--- src/dprc_pkg.sv ---
// Package with timing constants, states and carrier structs for the page/refresh controller.
package dprc_pkg;
    localparam int CLK_MHZ          = 200;
    localparam int ROW_BITS         = 7;
    localparam int COL_BITS         = 7;
    localparam int ROW_COUNT        = 128;
    // Times in ns (refresh period in ms); cycle counts derived at 200 MHz.
    localparam int T_RC_NS          = 410;
    localparam int T_RAC_NS         = 250;
    localparam int T_RP_NS          = 150;
    localparam int T_RCD_NS         = 35;
    localparam int T_CAS_NS         = 165;
    localparam int T_CP_NS          = 100;
    localparam int T_WCH_NS         = 75;
    localparam int T_REF_MS         = 2;
    localparam int WARMUP_CYCLES    = 8;
    localparam int C_RC   = (T_RC_NS * CLK_MHZ + 999) / 1000;
    localparam int C_RAC  = (T_RAC_NS * CLK_MHZ + 999) / 1000;
    localparam int C_RP   = (T_RP_NS * CLK_MHZ + 999) / 1000;
    localparam int C_RCD  = (T_RCD_NS * CLK_MHZ + 999) / 1000;
    localparam int C_CAS  = (T_CAS_NS * CLK_MHZ + 999) / 1000;
    localparam int C_CP   = (T_CP_NS * CLK_MHZ + 999) / 1000;
    localparam int C_WCH  = (T_WCH_NS * CLK_MHZ + 999) / 1000;
    // Longest time: rounds down. Spread over all rows.
    localparam int C_REF  = (T_REF_MS * 1000 * CLK_MHZ) / ROW_COUNT;

    typedef enum {
        ST_WARM, ST_IDLE, ST_RAS, ST_CAS, ST_CASPRE, ST_REFRESH, ST_PRE
    } dprc_state_t;

    // Request from the user side.
    typedef struct packed {
        logic                valid;
        logic                write;
        logic                keep_page;
        logic [ROW_BITS-1:0] row;
        logic [COL_BITS-1:0] col;
        logic                wdata;
    } dprc_req_t;

    // Pins toward the memory (strobes active low).
    typedef struct packed {
        logic                ras_n;
        logic                cas_n;
        logic                write_n;
        logic [ROW_BITS-1:0] mux_address_in;
        logic                data_in;
    } dprc_pins_t;
endpackage : dprc_pkg

--- src/dprc_ctrl.sv ---
// Host-side strobe controller for a 16K x 1 multiplexed-address dynamic RAM.
`timescale 1ns/1ps
`default_nettype none
// Contract
// - Only early writes; shared data line stays safe
// - Select devices by decoding row/column strobes; the controller drives a single ras_n/cas_n pair with no decode
// - Page burst holds row strobe low
// - Wide page: common row, decoded column; the controller drives one device, so page mode only reuses the open row
// - Every row cycled within 2 ms
// - Refresh with row-strobe-only cycles
// - Eight refresh cycles after power-up
// - Supply fault forces both strobes high
// - Cycle 410 ns, sample after 250 ns
// - Row then column address on 7 lines
// - Write before column strobe: early write
// - Data taken at later falling edge
// - Reads keep write command high
module dprc_ctrl
    import dprc_pkg::*;
#(
    parameter int REF_INTERVAL = C_REF
) (
    input  wire logic                       clock,
    input  wire logic                       nrst,
    input  wire dprc_pkg::dprc_req_t        req,
    input  wire logic                       supply_fault,
    input  wire logic                       mem_data_out,
    output logic                            req_ready,
    output logic                            rd_valid,
    output logic                            rd_data,
    output logic                            warm_done,
    output dprc_pkg::dprc_pins_t            pins
);
    import dprc_pkg::*;

    // Too short leaves no room for a refresh cycle; too long misses the retention period.
    if (REF_INTERVAL < C_RC + C_RP + 2 || REF_INTERVAL > C_REF) begin : gen_bad_interval
        $error("REF_INTERVAL outside the range the refresh pacing can serve");
    end

    ////////////////////////////////////////////////////////////////////////
    // Pin input synchroniser: three flops, a change counts when two agree.
    logic sync1;
    logic sync2;
    logic sync3;
    logic din_filt;

    always_ff @(posedge clock or negedge nrst) begin
        if (!nrst) begin
            sync1 <= 1'b0;
            sync2 <= 1'b0;
            sync3 <= 1'b0;
        end else begin
            sync1 <= mem_data_out;
            sync2 <= sync1;
            sync3 <= sync2;
        end
    end

    always_ff @(posedge clock or negedge nrst) begin
        if (!nrst) begin
            din_filt <= 1'b0;
        end else if (sync2 == sync3) begin
            din_filt <= sync3;
        end
    end

    ////////////////////////////////////////////////////////////////////////
    dprc_state_t            state;
    logic [15:0]            tcnt;
    logic [15:0]            ras_cnt;
    localparam int          REF_W = $clog2(REF_INTERVAL + 1);
    logic [REF_W-1:0]       ref_timer;
    logic                   long_pre;
    logic                   ref_due;
    logic [ROW_BITS-1:0]    ref_row;
    logic [3:0]             warm_cnt;
    logic [ROW_BITS-1:0]    open_row;
    logic                   cur_write;
    logic                   cur_keep;
    logic [COL_BITS-1:0]    cur_col;
    logic                   cur_wdata;

    // Refresh pacing: one row every REF_INTERVAL cycles covers all 128 rows in 2 ms.
    always_ff @(posedge clock or negedge nrst) begin
        if (!nrst) begin
            ref_timer <= '0;
            ref_due   <= 1'b0;
        end else begin
            if (ref_timer >= REF_W'(REF_INTERVAL - 1)) begin
                ref_timer <= '0;
                ref_due   <= 1'b1;
            end else begin
                ref_timer <= ref_timer + 1'b1;
                if (state == ST_REFRESH && tcnt == 16'h0000) begin
                    ref_due <= 1'b0;
                end
            end
        end
    end

    // Refresh row counter wraps from the last row to the first.
    always_ff @(posedge clock or negedge nrst) begin
        if (!nrst) begin
            ref_row  <= '0;
            warm_cnt <= '0;
        end else if (state == ST_REFRESH && tcnt == 16'(C_RC - C_RP - 1)) begin
            ref_row <= ref_row + 1'b1;
            if (warm_cnt != 4'(WARMUP_CYCLES)) begin
                warm_cnt <= warm_cnt + 1'b1;
            end
        end
    end

    ////////////////////////////////////////////////////////////////////////
    // Sequencer.
    always_ff @(posedge clock or negedge nrst) begin
        if (!nrst) begin
            state     <= ST_WARM;
            tcnt      <= '0;
            long_pre  <= 1'b0;
            ras_cnt   <= '0;
            open_row  <= '0;
            cur_write <= 1'b0;
            cur_keep  <= 1'b0;
            cur_col   <= '0;
            cur_wdata <= 1'b0;
            req_ready <= 1'b0;
            rd_valid  <= 1'b0;
            rd_data   <= 1'b0;
            warm_done <= 1'b0;
            pins      <= '{ras_n: 1'b1, cas_n: 1'b1, write_n: 1'b1,
                           mux_address_in: '0, data_in: 1'b0};
        end else begin
            rd_valid  <= 1'b0;
            req_ready <= 1'b0;
            warm_done <= (warm_cnt == 4'(WARMUP_CYCLES));
            ras_cnt   <= pins.ras_n ? 16'h0000 : ras_cnt + 1'b1;
            if (supply_fault) begin
                // A faulted supply leaves the array safest with both strobes idle.
                pins.ras_n   <= 1'b1;
                pins.cas_n   <= 1'b1;
                pins.write_n <= 1'b1;
                state        <= ST_PRE;
                tcnt         <= '0;
                long_pre     <= 1'b1;
            end else begin
                case (state)
                ST_WARM, ST_IDLE: begin
                    tcnt <= '0;
                    if (state == ST_WARM || ref_due) begin
                        if (state == ST_WARM && warm_cnt == 4'(WARMUP_CYCLES)) begin
                            state <= ST_IDLE;
                        end else begin
                            // Row-strobe-only cycle, column strobe held high.
                            pins.mux_address_in <= ref_row;
                            state               <= ST_REFRESH;
                        end
                    end else if (req.valid) begin
                        cur_write           <= req.write;
                        cur_keep            <= req.keep_page;
                        cur_col             <= req.col;
                        cur_wdata           <= req.wdata;
                        open_row            <= req.row;
                        pins.mux_address_in <= req.row;
                        state               <= ST_RAS;
                    end else begin
                        req_ready <= (state == ST_IDLE);
                    end
                end
                ST_REFRESH: begin
                    pins.ras_n <= 1'b0;
                    tcnt       <= tcnt + 1'b1;
                    if (tcnt == 16'(C_RC - C_RP - 1)) begin
                        pins.ras_n <= 1'b1;
                        tcnt       <= '0;
                        state      <= ST_PRE;
                    end
                end
                ST_RAS: begin
                    // One strobe pair per controller; array selection decodes them outside.
                    pins.ras_n <= 1'b0;
                    tcnt       <= tcnt + 1'b1;
                    if (tcnt == 16'(C_RCD)) begin
                        pins.mux_address_in <= cur_col;
                        // Write command falls before the column strobe.
                        pins.write_n <= ~cur_write;
                        pins.data_in <= cur_wdata;
                        tcnt         <= '0;
                        state        <= ST_CAS;
                    end
                end
                ST_CAS: begin
                    pins.cas_n <= 1'b0;
                    tcnt       <= tcnt + 1'b1;
                    // Sample only once the row access time has also elapsed.
                    if (tcnt >= 16'(C_CAS) && ras_cnt >= 16'(C_RAC + 3)) begin
                        if (!cur_write) begin
                            rd_valid <= 1'b1;
                            rd_data  <= din_filt;
                        end
                        pins.cas_n   <= 1'b1;
                        pins.write_n <= 1'b1;
                        tcnt         <= '0;
                        state        <= ST_CASPRE;
                    end
                end
                ST_CASPRE: begin
                    tcnt <= tcnt + 1'b1;
                    if (tcnt >= 16'(C_CP)) begin
                        if (cur_keep && req.valid && !ref_due && req.row == open_row) begin
                            // Same row: new column without a fresh row strobe.
                            cur_write           <= req.write;
                            cur_keep            <= req.keep_page;
                            cur_wdata           <= req.wdata;
                            pins.mux_address_in <= req.col;
                            pins.write_n        <= ~req.write;
                            pins.data_in        <= req.wdata;
                            tcnt                <= '0;
                            state               <= ST_CAS;
                        end else if (ras_cnt >= 16'(C_RC - C_RP)) begin
                            pins.ras_n <= 1'b1;
                            tcnt       <= '0;
                            state      <= ST_PRE;
                        end
                    end
                end
                ST_PRE: begin
                    tcnt <= tcnt + 1'b1;
                    // An aborted cycle may have cut the row strobe short, so wait a full cycle.
                    if (tcnt >= (long_pre ? 16'(C_RC) : 16'(C_RP))) begin
                        tcnt     <= '0;
                        long_pre <= 1'b0;
                        state    <= (warm_cnt == 4'(WARMUP_CYCLES)) ? ST_IDLE : ST_WARM;
                    end
                end
                default: begin
                    state <= ST_WARM;
                end
                endcase
            end
        end
    end
endmodule : dprc_ctrl
`default_nettype wire

--- config.mk ---
export PLATFORM = sky130hd
export DESIGN_NAME = dprc_ctrl
export DESIGN_NICKNAME = d
export VERILOG_FILES = /design/src/dprc_pkg.sv /design/src/dprc_ctrl.sv
export SDC_FILE = /design/constraint.sdc
export NUM_CORES = 1
export LEC_CHECK = 0
export BUFFER_PORTS_ARGS = -buffer_cell sky130_fd_sc_hd__buf_2
export CORE_AREA = 2 2 134 71
export CTS_BUF_LIST = sky130_fd_sc_hd__clkbuf_2
export CTS_CLUSTER_SIZE = 40
export DETAILED_ROUTE_END_ITERATION = 7
export DIE_AREA = 0 0 136 73
export GPL_TIMING_DRIVEN = 0
export HOLD_SLACK_MARGIN = 0.1
export PLACE_DENSITY = 0.78
export SLEW_MARGIN = 10
export SYNTH_ARGS = -nofsm -noshare
export SYNTH_HDL_FRONTEND = slang
export SYNTH_SLANG_ARGS = --single-unit
export TNS_END_PERCENT = 5
--- constraint.sdc ---
create_clock -name clock -period 8.1 [get_ports clock]
set_input_delay 1.62 -clock clock [delete_from_list [all_inputs] [get_ports clock]]
set_output_delay 1.62 -clock clock [all_outputs]
set_load 0.05 [all_outputs]
==> run summary <==
Worst path required time = 8630 ps
Top post-synthesis cells by count = dfrtp_1, nor2_1, nand2_1
Largest net degree at the start of global routing = 60
CP Launch Type = flip-flop
Vias = 4013
WL final = 11.8 mm
TritonCTS Buffers = 9
Max-Cap Viols = 0
Asr flop ratio synth = 100%
Crit Reg-Reg Startpoint = tcnt[8]
N_diodes = 0
Hold_buf cts = 0
Slew HR = 42.3%
Syn nets = 535
Post-cts resize count = 0
Final Max Slew Viols = 0
First-pass GRT wire length = 18.9 mm
Tmin final = 3360 ps
Die width = 136 microns
Worst Hold Depth = 0
Leakage Power = 2.55 nW
VDD IR-drop max = 0.208 mV
Reg-to-reg endpoint = pins[6]
Final Setup Violations = 0
Mapped cell area = 5100 sq um
Hold Path Class = flip-flop to flip-flop
Avg WL per Cell = 17.5 microns
Fmax = 0.298 GHz
Chip height = 73 microns
Final Core Density = 62.2%
Post-synthesis area per instance = 10.2 sq um
Clock-pin slew on the worst setup and hold paths = 290 ps
Delay-heaviest family, CP = simple AND/OR/NAND/NOR gates
Layout cells sized above 1 = 19.1%
Initial Util = 57.0%
CP Max Fanout = 7
Outcome = complete, no violations
CTS Sinks = 96
Synth cell types = 58
Worst-path cell chain = or4_4 > or4_1 > buf_2 > nor3_1 > a41oi_1 > nor3_2 > and2_4 > buf_6 > mux2_4
Largest stage delay, worst path = 560 ps
GRT Total Usage = 25.1%
Clock skew = 27.0 ps
Gp weighted congestion = 0.960
Ys Warns = 0
TNS Setup = 0 ps
Slowest CP cell = or4_4
Worst-Margin Slew = 862 ps
Hold endpoint = sync2
Drt drc = 0
CTS Root Cell = clkbuf_2
Top FF cell, synth = dfrtp_1
Floorplan Core Area = 8950 sq um
Crit share post-route = 41.4%
Overall power = 1.37 mW
Number of port buffers = 35
Mapped Cells = 498
Fin. Hold Viols = 0
Post-detail-place hpwl = 8.78 mm
Grt total ovfl = 0
Die footprint = 9930 sq um
Crit path arrival time = 3890 ps
CTS tree = yes
Worst-Skew Late Latency = 630 ps
Nets@finish = 582
Top-area cell type share of the netlist area = 45.6%
Io pins = 37
# H-tree levels = 3
Leading area contributor after synthesis = dfrtp_1
Number of synthesized flops with an enable pin = 0
Number of global-route vias before repair = 3706
RSZ-0062 raised after global routing = false
Row cnt = 25
Register area share after synthesis = 47.1%
Critical path endpoint category = flip-flop
Post-CTS Setup Repair Bufs = 0
Area growth from synthesis to layout = 9.07%
Number of cells on the critical path = 9
DR iter-0 viols = 407
Initial antenna violation count = 0
Top cells by area, synth = dfrtp_1, mux2_2, ha_1
Bufs and invs on worst path = 2
Pwr/cell area = 246 nW/um^2
DRT antenna net count = 0
First drt pass iteration count = 5
DR vias/cell = 5.98
Reg2reg setup slack = 4740 ps
Synth Register Bits = 96
CP Class = flip-flop to flip-flop
Longest Clk Path Bufs = 2
Reg2reg path depth = 9
Count leader, synth = dfrtp_1
Min-Delay Startpoint = sync1
## per-layer routing
| metal | GRT usage [%] | wire length (microns) | vias up |
|---|---|---|---|
| met5 | 0 | 0 | - |
| li1 | - | - | 1861 |
| met1 | 37.5 | 5700 | 1979 |
| met3 | 5.83 | 798 | 16 |
| met4 | 7.87 | 150 | 0 |
| met2 | 36.2 | 5120 | 157 |
## flip-flops by register name (all words and copies together) (netlist names), 3 cells and up
signal / count
tcnt: 16
state: 3
pins: 11
warm_cnt: 4
ref_row: 7
ref_timer: 12
cur_col: 7
open_row: 7
ras_cnt: 16
## kinds of logic after synthesis
kind of cell               synth area share, %
and+or+nand+nor                           18.2
DFF                                       47.1
AOI/OAI and AO/OA                         12.5
xor gates and xnor gates                  6.69
buffers and inverters                     3.33
muxes                                     8.21
adders and majority gates                 3.87
## power breakdown
part,leakage (nW),internal (mW),switching [mW]
Sequential,1.27,0.545,0.0464
Combinational,1.22,0.201,0.355
Clock,0.0571,0.0458,0.175
## cell type report
| type | count | area, sq um |
|---|---|---|
| clock inverter | 6 | 51.3 |
| inverter | 16 | 60.1 |
| tap | 121 | 151 |
| clock buffer | 10 | 50.0 |
| buffer | 22 | 110 |
| multi-input combinational | 364 | 2530 |
| fill | 755 | 3380 |
| timing repair buffer | 36 | 205 |
| sequential | 96 | 2410 |
## metrics by stage
step	area [sq um]	setup WS, ps	std cells	hold WS (ps)
floorplan	5100	4690	498	331
global placement	5430	4270	654	335
detailed placement	5460	4180	655	344
CTS	5560	4790	671	401
global route	5570	4630	671	411
finish	5570	4740	671	397
## cells in the final DEF (no fill, tap or decap), types with 16 or more instances in the layout
| master | count |
|---|---|
| a21oi_1 | 19 |
| nand2_1 | 39 |
| buf_2 | 35 |
| inv_1 | 16 |
| nor2_1 | 48 |
| nand3_1 | 30 |
| o21ai_0 | 22 |
| mux2_2 | 19 |
| xnor2_1 | 18 |
| xor2_1 | 21 |
| dfrtp_1 | 93 |
## worst max path at each step
stage               slack (ps)     from         to
floorplan                 4690  req[17]   tcnt[12]
global placement          4270  req[13]  cur_write
detailed placement        4180  req[13]  cur_write
CTS                       4790  tcnt[7]    pins[6]
global route              4630  tcnt[8]    pins[6]
finish                    4740  tcnt[8]    pins[6]
Power figures use the tool's default switching activity.
